[src/rtl/mcbr_pkg.sv]
// constants, field layouts and register map of the microcore branch decider
// assumes a 16-bit instruction word and a 10-bit code RAM address
package mcbr_pkg;

	localparam int PC_W    = 10;
	localparam int INSTR_W = 16;
	localparam int CTL_W   = 16;
	localparam int FB_W    = 16;
	localparam int OFS_W   = 5;
	localparam int SEL_W   = 4;
	localparam int HS_N    = 5;
	localparam int LS_N    = 6;
	localparam int CTL_N   = 4;

	// instruction fields
	localparam int OPC_HI  = 15;
	localparam int OPC_LO  = 10;
	localparam int SEL_HI  = 9;
	localparam int SEL_LO  = 6;
	localparam int POL_BIT = 5;
	localparam int TGT_BIT = 4;
	localparam int OFS_HI  = 4;
	localparam int OFS_LO  = 0;
	localparam int TAIL_HI = 3;
	localparam int TAIL_LO = 0;

	// opcodes in bits 15..10, tail in bits 3..0
	localparam logic [5:0] OPC_CTL_REL = 6'h04;
	localparam logic [5:0] OPC_FB_ABS  = 6'h0e;
	localparam logic [5:0] OPC_FB_REL  = 6'h05;
	localparam logic [3:0] TAIL_FB_ABS = 4'h4;

	// feedback vector layout
	localparam int FB_LS_BASE = 10;

	// register indices; byte address is four times the index
	localparam logic [8:0] IDX_CTL_A0  = 9'h101;
	localparam logic [8:0] IDX_CTL_B0  = 9'h102;
	localparam logic [8:0] IDX_CTL_A1  = 9'h121;
	localparam logic [8:0] IDX_CTL_B1  = 9'h122;
	localparam logic [8:0] IDX_WSEL    = 9'h130;
	localparam logic [8:0] IDX_STATUS  = 9'h131;
	localparam logic [8:0] IDX_TAKEN   = 9'h132;
	localparam int         ADR_W       = 11;
	localparam int         IDX_LO      = 2;

	localparam logic [CTL_W-1:0] CTL_RESET   = 16'h0000;
	localparam logic [1:0]       WSEL_RESET  = 2'h0;
	localparam logic [15:0]      CNT_RESET   = 16'h0000;
	localparam logic [31:0]      RD_ZERO     = 32'h0000_0000;
	localparam logic [PC_W-1:0]  PC_STEP     = 10'h001;
	localparam logic [15:0]      CNT_STEP    = 16'h0001;

	typedef enum logic [1:0] {
		MCBR_CTL_REL,
		MCBR_FB_ABS,
		MCBR_FB_REL,
		MCBR_NONE
	} mcbr_kind_type;

endpackage

[src/rtl/mcbr_bit_match.sv]
// selects one bit of a 16-bit vector and compares it with a polarity
// assumes purely combinational use inside the branch decider
`timescale 1ns/100ps
module mcbr_bit_match (
	input  wire logic [mcbr_pkg::FB_W-1:0]  vec,
	input  wire logic [mcbr_pkg::SEL_W-1:0] index,
	input  wire logic                       pol,
	output logic                            match
);
	logic picked;

	always_comb begin
		picked = vec[index];
		match = (picked == pol);
	end
endmodule

[src/rtl/mcbr_branch.sv]
// microcore conditional branch decider with its wishbone register slave
// assumes instr_word and cur_pc are stable while instr_valid is high
//
// Chosen here: register access over Wishbone.
`timescale 1ns/100ps
module mcbr_branch (
	input  wire logic                       core_clk,
	input  wire logic                       resetn,
	// wishbone classic slave
	input  wire logic                       cyc_i,
	input  wire logic                       stb_i,
	input  wire logic                       we_i,
	input  wire logic [mcbr_pkg::ADR_W-1:0] adr_i,
	input  wire logic [3:0]                 sel_i,
	input  wire logic [31:0]                dat_i,
	output logic      [31:0]                dat_o,
	output logic                            ack_o,
	// instruction port
	input  wire logic                       instr_valid,
	input  wire logic [mcbr_pkg::INSTR_W-1:0] instr_word,
	input  wire logic [mcbr_pkg::PC_W-1:0]  cur_pc,
	input  wire logic [mcbr_pkg::PC_W-1:0]  jump_target_set0,
	input  wire logic [mcbr_pkg::PC_W-1:0]  jump_target_set1,
	// pre-driver feedback
	input  wire logic [mcbr_pkg::HS_N-1:0]  high_drv_drain_fb,
	input  wire logic [mcbr_pkg::HS_N-1:0]  high_drv_source_fb,
	input  wire logic [mcbr_pkg::LS_N-1:0]  low_drv_drain_fb,
	// decision
	output logic [mcbr_pkg::PC_W-1:0]       micro_program_counter,
	output logic                            pc_valid,
	output logic                            jump_taken,
	output logic                            branch_decoded
);
	typedef struct packed {
		logic [mcbr_pkg::CTL_N-1:0][mcbr_pkg::CTL_W-1:0] ctl;
		logic [1:0]                 wsel;
		logic                       ack;
		logic [31:0]                rdata;
		logic [mcbr_pkg::PC_W-1:0]  pc;
		logic                       valid;
		logic                       taken;
		logic                       decoded;
		logic [15:0]                taken_cnt;
	} mcbr_state_type;

	mcbr_state_type state_q;
	mcbr_state_type state_d;

	logic [mcbr_pkg::FB_W-1:0]  fb_vec;
	logic [mcbr_pkg::CTL_W-1:0] ctl_word;
	logic [mcbr_pkg::FB_W-1:0]  test_vec;
	logic                       cond_match;
	mcbr_pkg::mcbr_kind_type    kind;
	logic [5:0]                 opcode;
	logic [mcbr_pkg::PC_W-1:0]  rel_target;
	logic [mcbr_pkg::PC_W-1:0]  abs_target;
	logic [mcbr_pkg::PC_W-1:0]  seq_target;
	logic [8:0]                 reg_idx;
	logic                       bus_req;

	// feedback ordering: hs drain/source pairs, then ls drains
	genvar g;
	generate
		for (g = 0; g < mcbr_pkg::FB_W; g++) begin : g_fb
			if (g < mcbr_pkg::FB_LS_BASE) begin : g_hs
				if (g % 2 == 0) begin : g_drain
					assign fb_vec[g] = high_drv_drain_fb[g/2];
				end else begin : g_src
					assign fb_vec[g] = high_drv_source_fb[g/2];
				end
			end else begin : g_ls
				assign fb_vec[g] =
					low_drv_drain_fb[g-mcbr_pkg::FB_LS_BASE];
			end
		end
	endgenerate

	assign opcode = instr_word[mcbr_pkg::OPC_HI:mcbr_pkg::OPC_LO];

	always_comb begin
		kind = mcbr_pkg::MCBR_NONE;
		if (opcode == mcbr_pkg::OPC_CTL_REL) begin
			kind = mcbr_pkg::MCBR_CTL_REL;
		end else if (opcode == mcbr_pkg::OPC_FB_REL) begin
			kind = mcbr_pkg::MCBR_FB_REL;
		end else if (opcode == mcbr_pkg::OPC_FB_ABS &&
			instr_word[mcbr_pkg::TAIL_HI:mcbr_pkg::TAIL_LO] ==
			mcbr_pkg::TAIL_FB_ABS) begin
			kind = mcbr_pkg::MCBR_FB_ABS;
		end
	end

	// software picks which control word the microcore tests
	assign ctl_word = state_q.ctl[state_q.wsel];
	assign test_vec = (kind == mcbr_pkg::MCBR_CTL_REL) ? ctl_word : fb_vec;

	mcbr_bit_match u_match (
		.vec   (test_vec),
		.index (instr_word[mcbr_pkg::SEL_HI:mcbr_pkg::SEL_LO]),
		.pol   (instr_word[mcbr_pkg::POL_BIT]),
		.match (cond_match)
	);

	// sign extension keeps wraparound inside code RAM width
	assign rel_target = cur_pc + {{(mcbr_pkg::PC_W-mcbr_pkg::OFS_W){
		instr_word[mcbr_pkg::OFS_HI]}},
		instr_word[mcbr_pkg::OFS_HI:mcbr_pkg::OFS_LO]};
	assign abs_target = instr_word[mcbr_pkg::TGT_BIT] ?
		jump_target_set1 : jump_target_set0;
	assign seq_target = cur_pc + mcbr_pkg::PC_STEP;

	assign reg_idx = adr_i[mcbr_pkg::ADR_W-1:mcbr_pkg::IDX_LO];
	assign bus_req = cyc_i && stb_i && !state_q.ack;

	always_comb begin
		state_d = state_q;
		state_d.valid = 1'b0;
		state_d.taken = 1'b0;
		state_d.decoded = 1'b0;
		state_d.ack = bus_req;

		if (instr_valid) begin
			state_d.valid = 1'b1;
			state_d.pc = seq_target;
			if (kind != mcbr_pkg::MCBR_NONE) begin
				state_d.decoded = 1'b1;
			end
			case (kind)
				mcbr_pkg::MCBR_CTL_REL: begin
					if (cond_match) begin
						state_d.pc = rel_target;
					end
				end
				mcbr_pkg::MCBR_FB_ABS: begin
					if (cond_match) begin
						state_d.pc = abs_target;
					end
				end
				mcbr_pkg::MCBR_FB_REL: begin
					if (cond_match) begin
						state_d.pc = rel_target;
					end
				end
				default: begin
					state_d.pc = seq_target;
				end
			endcase
			if (kind != mcbr_pkg::MCBR_NONE && cond_match) begin
				state_d.taken = 1'b1;
				state_d.taken_cnt = state_q.taken_cnt + mcbr_pkg::CNT_STEP;
			end
		end

		if (bus_req) begin
			state_d.rdata = mcbr_pkg::RD_ZERO;
			case (reg_idx)
				mcbr_pkg::IDX_CTL_A0: begin
					state_d.rdata[15:0] = state_q.ctl[0];
				end
				mcbr_pkg::IDX_CTL_B0: begin
					state_d.rdata[15:0] = state_q.ctl[1];
				end
				mcbr_pkg::IDX_CTL_A1: begin
					state_d.rdata[15:0] = state_q.ctl[2];
				end
				mcbr_pkg::IDX_CTL_B1: begin
					state_d.rdata[15:0] = state_q.ctl[3];
				end
				mcbr_pkg::IDX_WSEL: begin
					state_d.rdata[1:0] = state_q.wsel;
				end
				mcbr_pkg::IDX_STATUS: begin
					state_d.rdata[mcbr_pkg::PC_W-1:0] = state_q.pc;
					state_d.rdata[16] = state_q.taken;
				end
				mcbr_pkg::IDX_TAKEN: begin
					state_d.rdata[15:0] = state_q.taken_cnt;
				end
				default: begin
					state_d.rdata = mcbr_pkg::RD_ZERO;
				end
			endcase
			if (we_i) begin
				// only the two low byte lanes carry control data
				case (reg_idx)
					mcbr_pkg::IDX_CTL_A0, mcbr_pkg::IDX_CTL_B0,
					mcbr_pkg::IDX_CTL_A1, mcbr_pkg::IDX_CTL_B1: begin
						for (int i = 0; i < mcbr_pkg::CTL_N; i++) begin
							if (reg_idx == ctl_index(i)) begin
								if (sel_i[0]) begin
									state_d.ctl[i][7:0] = dat_i[7:0];
								end
								if (sel_i[1]) begin
									state_d.ctl[i][15:8] = dat_i[15:8];
								end
							end
						end
					end
					mcbr_pkg::IDX_WSEL: begin
						if (sel_i[0]) begin
							state_d.wsel = dat_i[1:0];
						end
					end
					default: begin
						state_d.wsel = state_d.wsel;
					end
				endcase
			end
		end
	end

	function automatic logic [8:0] ctl_index(input int n);
		logic [8:0] r;
		r = mcbr_pkg::IDX_CTL_A0;
		case (n)
			1: r = mcbr_pkg::IDX_CTL_B0;
			2: r = mcbr_pkg::IDX_CTL_A1;
			3: r = mcbr_pkg::IDX_CTL_B1;
			default: r = mcbr_pkg::IDX_CTL_A0;
		endcase
		return r;
	endfunction

	always_ff @(posedge core_clk) begin
		if (!resetn) begin
			for (int i = 0; i < mcbr_pkg::CTL_N; i++) begin
				state_q.ctl[i] <= mcbr_pkg::CTL_RESET;
			end
			state_q.wsel      <= mcbr_pkg::WSEL_RESET;
			state_q.ack       <= 1'b0;
			state_q.rdata     <= mcbr_pkg::RD_ZERO;
			state_q.pc        <= '0;
			state_q.valid     <= 1'b0;
			state_q.taken     <= 1'b0;
			state_q.decoded   <= 1'b0;
			state_q.taken_cnt <= mcbr_pkg::CNT_RESET;
		end else begin
			state_q <= state_d;
		end
	end

	assign dat_o                 = state_q.rdata;
	assign ack_o                 = state_q.ack;
	assign micro_program_counter = state_q.pc;
	assign pc_valid              = state_q.valid;
	assign jump_taken            = state_q.taken;
	assign branch_decoded        = state_q.decoded;

endmodule

[config.mk]
export PLATFORM = sky130hd
export DESIGN_NAME = mcbr_branch
export DESIGN_NICKNAME = d
export VERILOG_FILES = /design/src/rtl/mcbr_pkg.sv /design/src/rtl/mcbr_bit_match.sv /design/src/rtl/mcbr_branch.sv
export SDC_FILE = /design/constraint.sdc
export NUM_CORES = 1
export LEC_CHECK = 0
export BUFFER_PORTS_ARGS = -buffer_cell sky130_fd_sc_hd__buf_4
export CORE_MARGIN = 8
export CORE_UTILIZATION = 45
export DETAILED_ROUTE_END_ITERATION = 10
export PLACE_DENSITY = 0.8
export SYNTH_ARGS = -nofsm -noshare
export SYNTH_HDL_FRONTEND = slang
export SYNTH_SLANG_ARGS = --single-unit
[constraint.sdc]
create_clock -name core_clk -period 3.24 [get_ports core_clk]
set_input_delay 0.486 -clock core_clk [delete_from_list [all_inputs] [get_ports core_clk]]
set_output_delay 0.486 -clock core_clk [all_outputs]
set_load 0.01 [all_outputs]
## Word level (Yosys, flattened, before mapping)

Cells that the tools add are included.

- Flip-flop bits (word level): 113
- Bits in latches: 0
- Bits in writable memories: 0
- Bits in read-only memories: 0
- Input port bits: 115
- Output and inout bits: 46
- Word-level logic and storage cells: 91
- Memories kept: 0

- Add/subtract/negate cells: 3
- Multiply operators: 0
- Div/mod/pow operators: 0
- Magnitude comparators: 2
- Equality and inequality tests: 19
- Shifts and indexed selects: 0
- Muxes and demuxes: 32
- Bitwise gates (word level): 0
- Reductions and logical operators: 19

Operators with widths:

| operator | number |
|---|---|
| $mux 9 | 12 |
| $eq 9x9->1 const B | 7 |
| $mux 16 | 3 |
| $pmux 8 s6 | 1 |
| $reduce_and 5->1 | 8 |
| $eq 9x9->1 | 4 |
| $bmux 16 s2 | 1 |
| $mux 10 | 3 |
| $pmux 6 s5 | 1 |
| $pmux 10 s2 | 1 |
| $mux 19 | 1 |
| $add 16x1->16 const B | 1 |
| $pmux 2 s7 | 1 |
| $eq 6x3->1 const B | 2 |
| $add 10x1->10 const B | 1 |
| $add 10x10->10 | 1 |
| $eq 6x4->1 const B | 1 |
| $mux 2 | 3 |
| $lt 4x5->1 const B | 1 |
| $bmux 1 s4 | 1 |
| $eq 4x3->1 const B | 1 |
| $logic_and 1x1->1 | 4 |
| $mux 1 | 4 |
| $reduce_and 2->1 | 2 |
| other kinds (10) | 10 |

## Longest topological paths before layout

Gate-level depths: netlist of run 1.

- Depth in word-level cells: 13
- Mapped depth: 12
- Gate-level depth less buffers: 11

## Hierarchy

From an unflattened synthesis of run 1, not the netlist that was laid out.

- Cell total of the unflattened synthesis: 740
- Area total of the unflattened synthesis: 6993.0 um^2

By module, submodules not included:

| module | instances | cells each | area each (um^2) | sequential area each (um^2) |
|---|---|---|---|---|
| mcbr_branch | 1 | 734 | 6856.6 | 2262.2 |
| mcbr_bit_match | 1 | 6 | 136.4 | 0.0 |

## Least setup slack after synthesis of run 1

Ideal clock, no wire load.

- Kind: in2reg
- Start: input instr_word[15] in the netlist's numbering
- End: register state_q[3] in the netlist's numbering
- Setup time: 0.070 ns
- Arrival time: 3.124 ns
- Data required time: 3.170 ns
- Setup slack: 0.046 ns
- Cell stages on the path: 11
- Path buffers: 2
- Path through: nor3b_4 nand3b_2 buf_6 buf_12 mux2i_1 mux4_2 mux4_2 xor2_4 nand3_1 or3_1 a21oi_1

- Cells in the longest elaborated chain, start to end: 12
- Elaborated cells between the ends (all ways): 15
- Classes of those cells: eq/ne: 5; mux: 6; reduce/logical: 4

Ends and longest elaborated chain:

| what | RTL line | text |
|---|---|---|
| start, declared | mcbr_branch.sv:20 | `input wire logic [mcbr_pkg::INSTR_W-1:0] instr_word,` |
| $eq 6x4->1 | mcbr_branch.sv:86 | `end else if (opcode == mcbr_pkg::OPC_FB_ABS &&` |
| $logic_and 1x1->1 | mcbr_branch.sv:86 |  |
| $mux 2 | mcbr_branch.sv:86 |  |
| $mux 2 | mcbr_branch.sv:84 | `end else if (opcode == mcbr_pkg::OPC_FB_REL) begin` |
| $mux 2 (*) | mcbr_branch.sv:82 | `if (opcode == mcbr_pkg::OPC_CTL_REL) begin` |
| $logic_not 2->1 | mcbr_branch.sv:95 | `assign test_vec = (kind == mcbr_pkg::MCBR_CTL_REL) ? ctl_word : fb_vec;` |
| $mux 16 | mcbr_branch.sv:95 |  |
| $bmux 1 s4 | mcbr_bit_match.sv:13 | `picked = vec[index];` |
| $mux 1 (not written as such) | mcbr_bit_match.sv:13 |  |
| $eq 1x1->1 | mcbr_bit_match.sv:14 | `match = (picked == pol);` |
| $logic_and 1x1->1 (*) | mcbr_branch.sv:148 | `if (kind != mcbr_pkg::MCBR_NONE && cond_match) begin` |
| $reduce_and 2->1 (no line) (*) | n/a |  |
| end signal, assigned | mcbr_branch.sv:238 | `state_q <= state_d;` |
| end, declared | mcbr_branch.sv:46 | `mcbr_state_type state_q;` |

Every way passes the cells marked *; elsewhere a longest branch is shown, timed or not. The select of a mux whose other input is x is not followed.
A chain may end at the register's enable or synchronous reset.

## Worst setup path in the final report of run 1

- Start: register state_q[63] in the netlist's numbering
- End: register state_q[14] in the netlist's numbering

- Cells in the longest elaborated chain, start to end: 8

Ends and longest elaborated chain:

| what | RTL line | text |
|---|---|---|
| $bmux 16 s2 | mcbr_branch.sv:94 | `assign ctl_word = state_q.ctl[state_q.wsel];` |
| $mux 16 (not written as such) | mcbr_branch.sv:94 |  |
| $mux 16 | mcbr_branch.sv:95 |  |
| $bmux 1 s4 | mcbr_bit_match.sv:13 |  |
| $mux 1 (not written as such) | mcbr_bit_match.sv:13 |  |
| $eq 1x1->1 | mcbr_bit_match.sv:14 |  |
| $logic_and 1x1->1 | mcbr_branch.sv:148 |  |
| $reduce_and 2->1 (no line) | n/a |  |

No other way between the ends. The select of a mux whose other input is x is not followed.

==> results.yml, run 1 <==
floorplanning:
  fp.dieW_um: 139
  fp.coreArea_um2: 15000
  start_util: 0.453
  io_pins: 161
  dieArea_um2: 19200
  rows: 45
  die_y_um: 139
synthesis:
  syn-cell-area_um2: 6780
  synth_common_cells: "dfxtp_1 (113), mux2i_1 (73), nor2_1 (70)"
  synth-seq-cells: 113
  async_flop_share: 0
  yosysWarnings: 0
  yosysSeqAreaShare: 0.334
  synth.distinct_cells: 57
  synthMostInstantiatedCell: "dfxtp_1"
  yosysTopAreaCellShare: 0.334
  synthTopCellsByArea: "dfxtp_1 (33%), mux2i_1 (11%), mux4_2 (7.0%), a21oi_1 (5.1%), buf_4 (4.9%)"
  yosys_most_used_dff: "dfxtp_1"
  synth_enable_flop_cells: 0
  syn_area_per_cell_um2: 8.89
  yosysTopAreaCell: "dfxtp_1"
  syn-instance-count: 762
timing:
  fmax_mhz: 333
  holdWs_ns: 0.332
  setup_viol: 0
  finalCriticalPeriod_ns: 3.00
  rsz0062_at_grt: "no"
  finClkSkew_ns: 0.0116
  layout_setup_ws_ns: 0.240
  slew_headroom: 0.514
  tightest_slew_ns: 0.728
  maxSlewViolCount: 0
  finalCritPeriodShare: 0.926
  setup_tns_ns: 0
  hold_viol_final: 0
worst_setup_path:
  cp.arrival_ns: 3.28
  crit_fanout: 14
  cp_top_family: "multiplexers"
  max_stage_delay_ns: 0.55
  path_cells: "buf_12, mux4_2, mux2i_1, mux4_2, mux4_2, xor2_4, nand2_1, o311ai_0, o41ai_1"
  critPathRequiredTime_ns: 3.52
  path_class: "flop to flop"
  crit_top_cell: "mux4_2"
  critPathCaptureType: "flop"
  crit_slowest_cell: "mux4_2"
  reg2reg_slack_ns: 0.24
  cp_num_buf_inv: 1
  critPathLaunchType: "flop"
cells_and_area:
  area_growth_pct: 22.7
  fin_nets: 985
  final_cell_count_no_fill: 1059
  drive_above_1_share: 0.269
  diodes: 0
job:
  drv_cap: 0
worst_hold_path:
  holdCritPathClass: "primary input to flop"
clock_network:
  post_cts_buffers: 0
  cts_sinks: 113
  clk_pin_slew_ns: 0.05
  cts_tree: "built"
  cts_buffer_depth: 2
  cts_buffers: 17
  ctsHoldBuffers: 0
  clk_latency_ns: 0.42
  cts-resized-gates: 0
  cts_root_buffer: "clkbuf_16"
  htree_levels: 4
global_route:
  grt_max_degree: 43
  gr-total-overflow: 0
  antenna_found_initial: 0
  grt_pass1_wl_mm: 32.3
  grt_pass1_vias: 6376
  grt_use_total: 0.209
route:
  first_iter_violations: 652
  ant_nets: 0
  drc: 0
  wl_per_cell_um: 19.4
  drt_wl_total_mm: 20.5
  drtPass1Iterations: 5
  vias: 6297
  via_per_inst: 5.95
placed_design:
  place_hpwl_mm: 14.6
  gp_congestion: 0.917
  dp_slack_ns: -0.130
  port_buffers: 125
  dp.cells: 1027
power:
  ir_worst_vdd_uv: 341
  leakagePower_uw: 0.00341
  power_uw: 3750
  powerDensity_nw_per_um2: 452
run_status:
  status: "completed"
cells in the final DEF, fill, tap and decap left out, types with 6 or more instances in the layout:
| master | n |
|---|---|
| a21oi_1 | 69 |
| a221oi_1 | 6 |
| a222oi_1 | 8 |
| a22oi_1 | 10 |
| and2_1 | 6 |
| and3_1 | 8 |
| buf_4 | 149 |
| clkbuf_16 | 17 |
| clkinv_2 | 6 |
| conb_1 | 15 |
| dfxtp_1 | 113 |
| ha_1 | 11 |
| inv_1 | 8 |
| mux2_2 | 19 |
| mux2i_1 | 73 |
| mux4_2 | 21 |
| nand2_1 | 65 |
| nand2b_1 | 8 |
| nand3_1 | 60 |
| nand4_1 | 9 |
| nor2_1 | 68 |
| o211a_1 | 6 |
| o211ai_1 | 9 |
| o21ai_0 | 25 |
| xnor2_1 | 13 |
| xor2_1 | 9 |
per-layer routing:
metal | up-vias | share of wire | track usage
met1 | 3026 | 0.40 | 0.242
li1 | 2913 | - | -
met3 | 60 | 0.079 | 0.0558
met4 | 0 | 0.035 | 0.102
met2 | 298 | 0.49 | 0.353
met5 | - | 0 | 0
worst reg2reg max path, stage by stage, from the launching register on:
cell,delay [ns]
dfxtp_1,0.33
buf_12,0.17
mux4_2,0.34
mux2i_1,0.10
mux4_2,0.47
mux4_2,0.55
xor2_4,0.28
nand2_1,0.16
o311ai_0,0.35
o41ai_1,0.13
stage by stage:
stage                      util  instance area, um2
after floorplan               -                6830
after global placement    0.515                7710
after detailed placement  0.515                7710
after CTS                 0.555                8310
after global routing      0.555                8310
final                     0.555                8310
flip-flops by register name (all words and copies together) (netlist names):
signal and cells:
ack_o 1, branch_decoded 1, dat_o 17, jump_taken 1
micro_program_counter 10, pc_valid 1, state_q 82
cells by family (layout without fill, tap and decap cells):
group           after synthesis  in the layout  share of synthesized area
mux                         113            113                      0.209
fa+ha+maj                    12             12                     0.0233
simple gates                246            246                      0.169
compound gates              155            155                      0.144
flops                       113            113                      0.334
xor+xnor                     23             23                     0.0325
other cells                   1             15                   0.000553
buf+inv                      99            194                     0.0871
path summary, 6_finish.rpt:
check / start / endpoint / cells after the start
worst max-delay path: state_q[63] / state_q[14] / 9
worst min-delay path: dat_i[2] / state_q[82] / 3
worst max register to register: state_q[63] / state_q[14] / 9
worst min register to register: state_q[15] / state_q[15] / 2
report_power, final:
part	leakage (uW)	internal, uW	switching [uW]
logic	0.00219	215	236
registers	0.000915	1410	21.1
clock network	0.000301	1220	645
layout make-up:
type	count	area, um2
fill	1333	6660
multi-input combinational	564	3980
sequential	113	2260
timing repair buffer	153	1200
clock buffer	22	494
tap	188	235
clock inverter	10	106
inverter	9	33.8
Note: power is estimated with default switching activity, not from simulation.
==> inputs of run 2 (changes only) <==
- CORE_MARGIN: 8 -> 3
- PLACE_DENSITY: 0.8 -> 0.81
- clock period: 3.24 -> 2.5 ns (I/O delays scaled with it)
==> run 2 against run 1 <==
The run now ends with negative setup slack left. Largest cell class unchanged. Via count grew 7.3%. Fmax is 3.1% higher. Power increased by 29%. Utilization is 5.6 points higher. Combinational power up 45%. Setup slack got worse by 0.65 ns.
==> results.yml, run 2 (same netlist as run 1, synthesis figures left out) <==
cells_and_area:
  area_growth_pct: 32.0
  ff_latch_area_um2: 2260
  diodes: 0
  final_cell_mix: "buf_4 (222), dfxtp_1 (111), mux2i_1 (72)"
  fin_nets: 1064
  drive_above_1_share: 0.338
  mostFrequentLayoutCell: "buf_4"
  largest_register_ffs: 82
  num-fill-cells: 1172
  multi_input_area_um2: 4020
  top_register: "state_q"
floorplanning:
  fp.coreArea_um2: 14600
  fp.dieW_um: 129
  rows: 44
  dieArea_um2: 16600
  die_y_um: 129
  start_util: 0.463
  io_pins: 161
route:
  drt_wl_total_mm: 22.1
  ant_nets: 0
  first_iter_violations: 806
  via_per_inst: 5.98
  vias: 6756
  wl_per_cell_um: 19.5
  drc: 0
  drtPass1Iterations: 8
clock_network:
  cts_buffers: 17
  clk_pin_slew_ns: 0.05
  clk_latency_ns: 0.42
  htree_levels: 4
  cts_sinks: 113
  cts_buffer_depth: 2
  cts_root_buffer: "clkbuf_16"
  cts_tree: "built"
global_route:
  grt_pass1_vias: 6586
  gr-total-overflow: 0
  grt_max_degree: 49
  grt_use_total: 0.263
  grt_pass1_wl_mm: 34.1
  antenna_found_initial: 0
timing:
  fmax_mhz: 344
  slew_headroom: 0.537
  holdWs_ns: 0.225
  hold_viol_final: 0
  rsz0062_at_grt: "yes"
  finClkSkew_ns: 0.00774
  tightest_slew_ns: 0.677
  finalCriticalPeriod_ns: 2.91
  maxSlewViolCount: 0
  finalCritPeriodShare: 1.16
  setup_viol: 27
  layout_setup_ws_ns: -0.409
worst_hold_path:
  hold_depth: 3
  holdCritPathClass: "primary input to flop"
worst_setup_path:
  path_class: "flop to flop"
  r2r_cells: 10
  critPathCaptureType: "flop"
  critPathLaunchType: "flop"
  cp.arrival_ns: 3.26
  critPathRequiredTime_ns: 2.85
  crit_fanout: 10
job:
  drv_cap: 0
placed_design:
  port_buffers: 125
  dp_slack_ns: -0.742
  place_hpwl_mm: 15.3
  gp_congestion: 0.937
power:
  ir_worst_vdd_uv: 508
  power_uw: 4840
  powerDensity_nw_per_um2: 541
  leakagePower_uw: 0.00382
run_status:
  violations: "negative setup slack"
  status: "finished, violations left"
## run 2: cell types whose count changed in the layout (fill, tap and decap cells not counted), sizes merged
cell	previous run	this run
clkbuf	22	23
clkinv	7	4
clkinvlp	1	0
buf	153	232
bufinv	2	1
## run 2: report_power, final
part           internal [uW]  total [uW]  switching [uW]  leakage (uW)
clock                   1500        2320             829      0.000283
combinational            328         655             327       0.00263
sequential              1830        1860            28.8      0.000916
total                   3650        4840            1180       0.00382
## run 2: worst paths after layout
kind / startpoint / to / slack (ns)
min reg2reg: dat_o[16] / dat_o[16] / 0.46
max reg2reg: state_q[62] / state_q[12] / -0.41
min: dat_i[3] / state_q[67] / 0.22
max: state_q[62] / state_q[12] / -0.41
## run 2: metal layers
metal	vias to the layer above	global-route usage	routed length, um
li1	3073	-	-
met1	3196	0.335	8710
met2	387	0.423	10600
met3	100	0.0602	1820
met4	0	0.125	956
met5	-	0	0
## run 2: metrics by stage
step / TNS, ns / instances / instance area [um2] / utilization
4_1_cts: -8.44 / 1130 / 8930 / 0.610
3_3_place_gp: -16.20 / 1101 / 8340 / 0.569
2_1_floorplan: -13.12 / 776 / 6850 / -
5_1_grt: -11.23 / 1130 / 8940 / 0.611
6_report: -8.70 / 1130 / 8940 / 0.611
3_5_place_dp: -17.68 / 1101 / 8340 / 0.569
## run 2: final cells by class
class / instances / area share
multi-input cells: 564 / 0.450
well taps: 184 / 0.0257
inverters: 9 / 0.00378
repair buffers: 232 / 0.205
flip-flops and latches: 113 / 0.253
clock inverters: 5 / 0.00601
clock buffers: 23 / 0.0568
## run 2: what timing repair did
action,4_1_cts,5_1_grt
hold buffers,0,0
pin swaps,5,1
gates resized for setup,7,5
endpoints found under the setup margin,27,27
setup buffers,1,0
## run 2: critical path: stages (launching register included)
cell and delay, ns:
dfxtp_2 0.34, buf_12 0.15, mux4_2 0.37, mux2i_1 0.08, mux4_2 0.46, mux4_2 0.54
xor2_4 0.18, buf_12 0.15, nand3_2 0.08, or3_1 0.37, a21oi_1 0.14
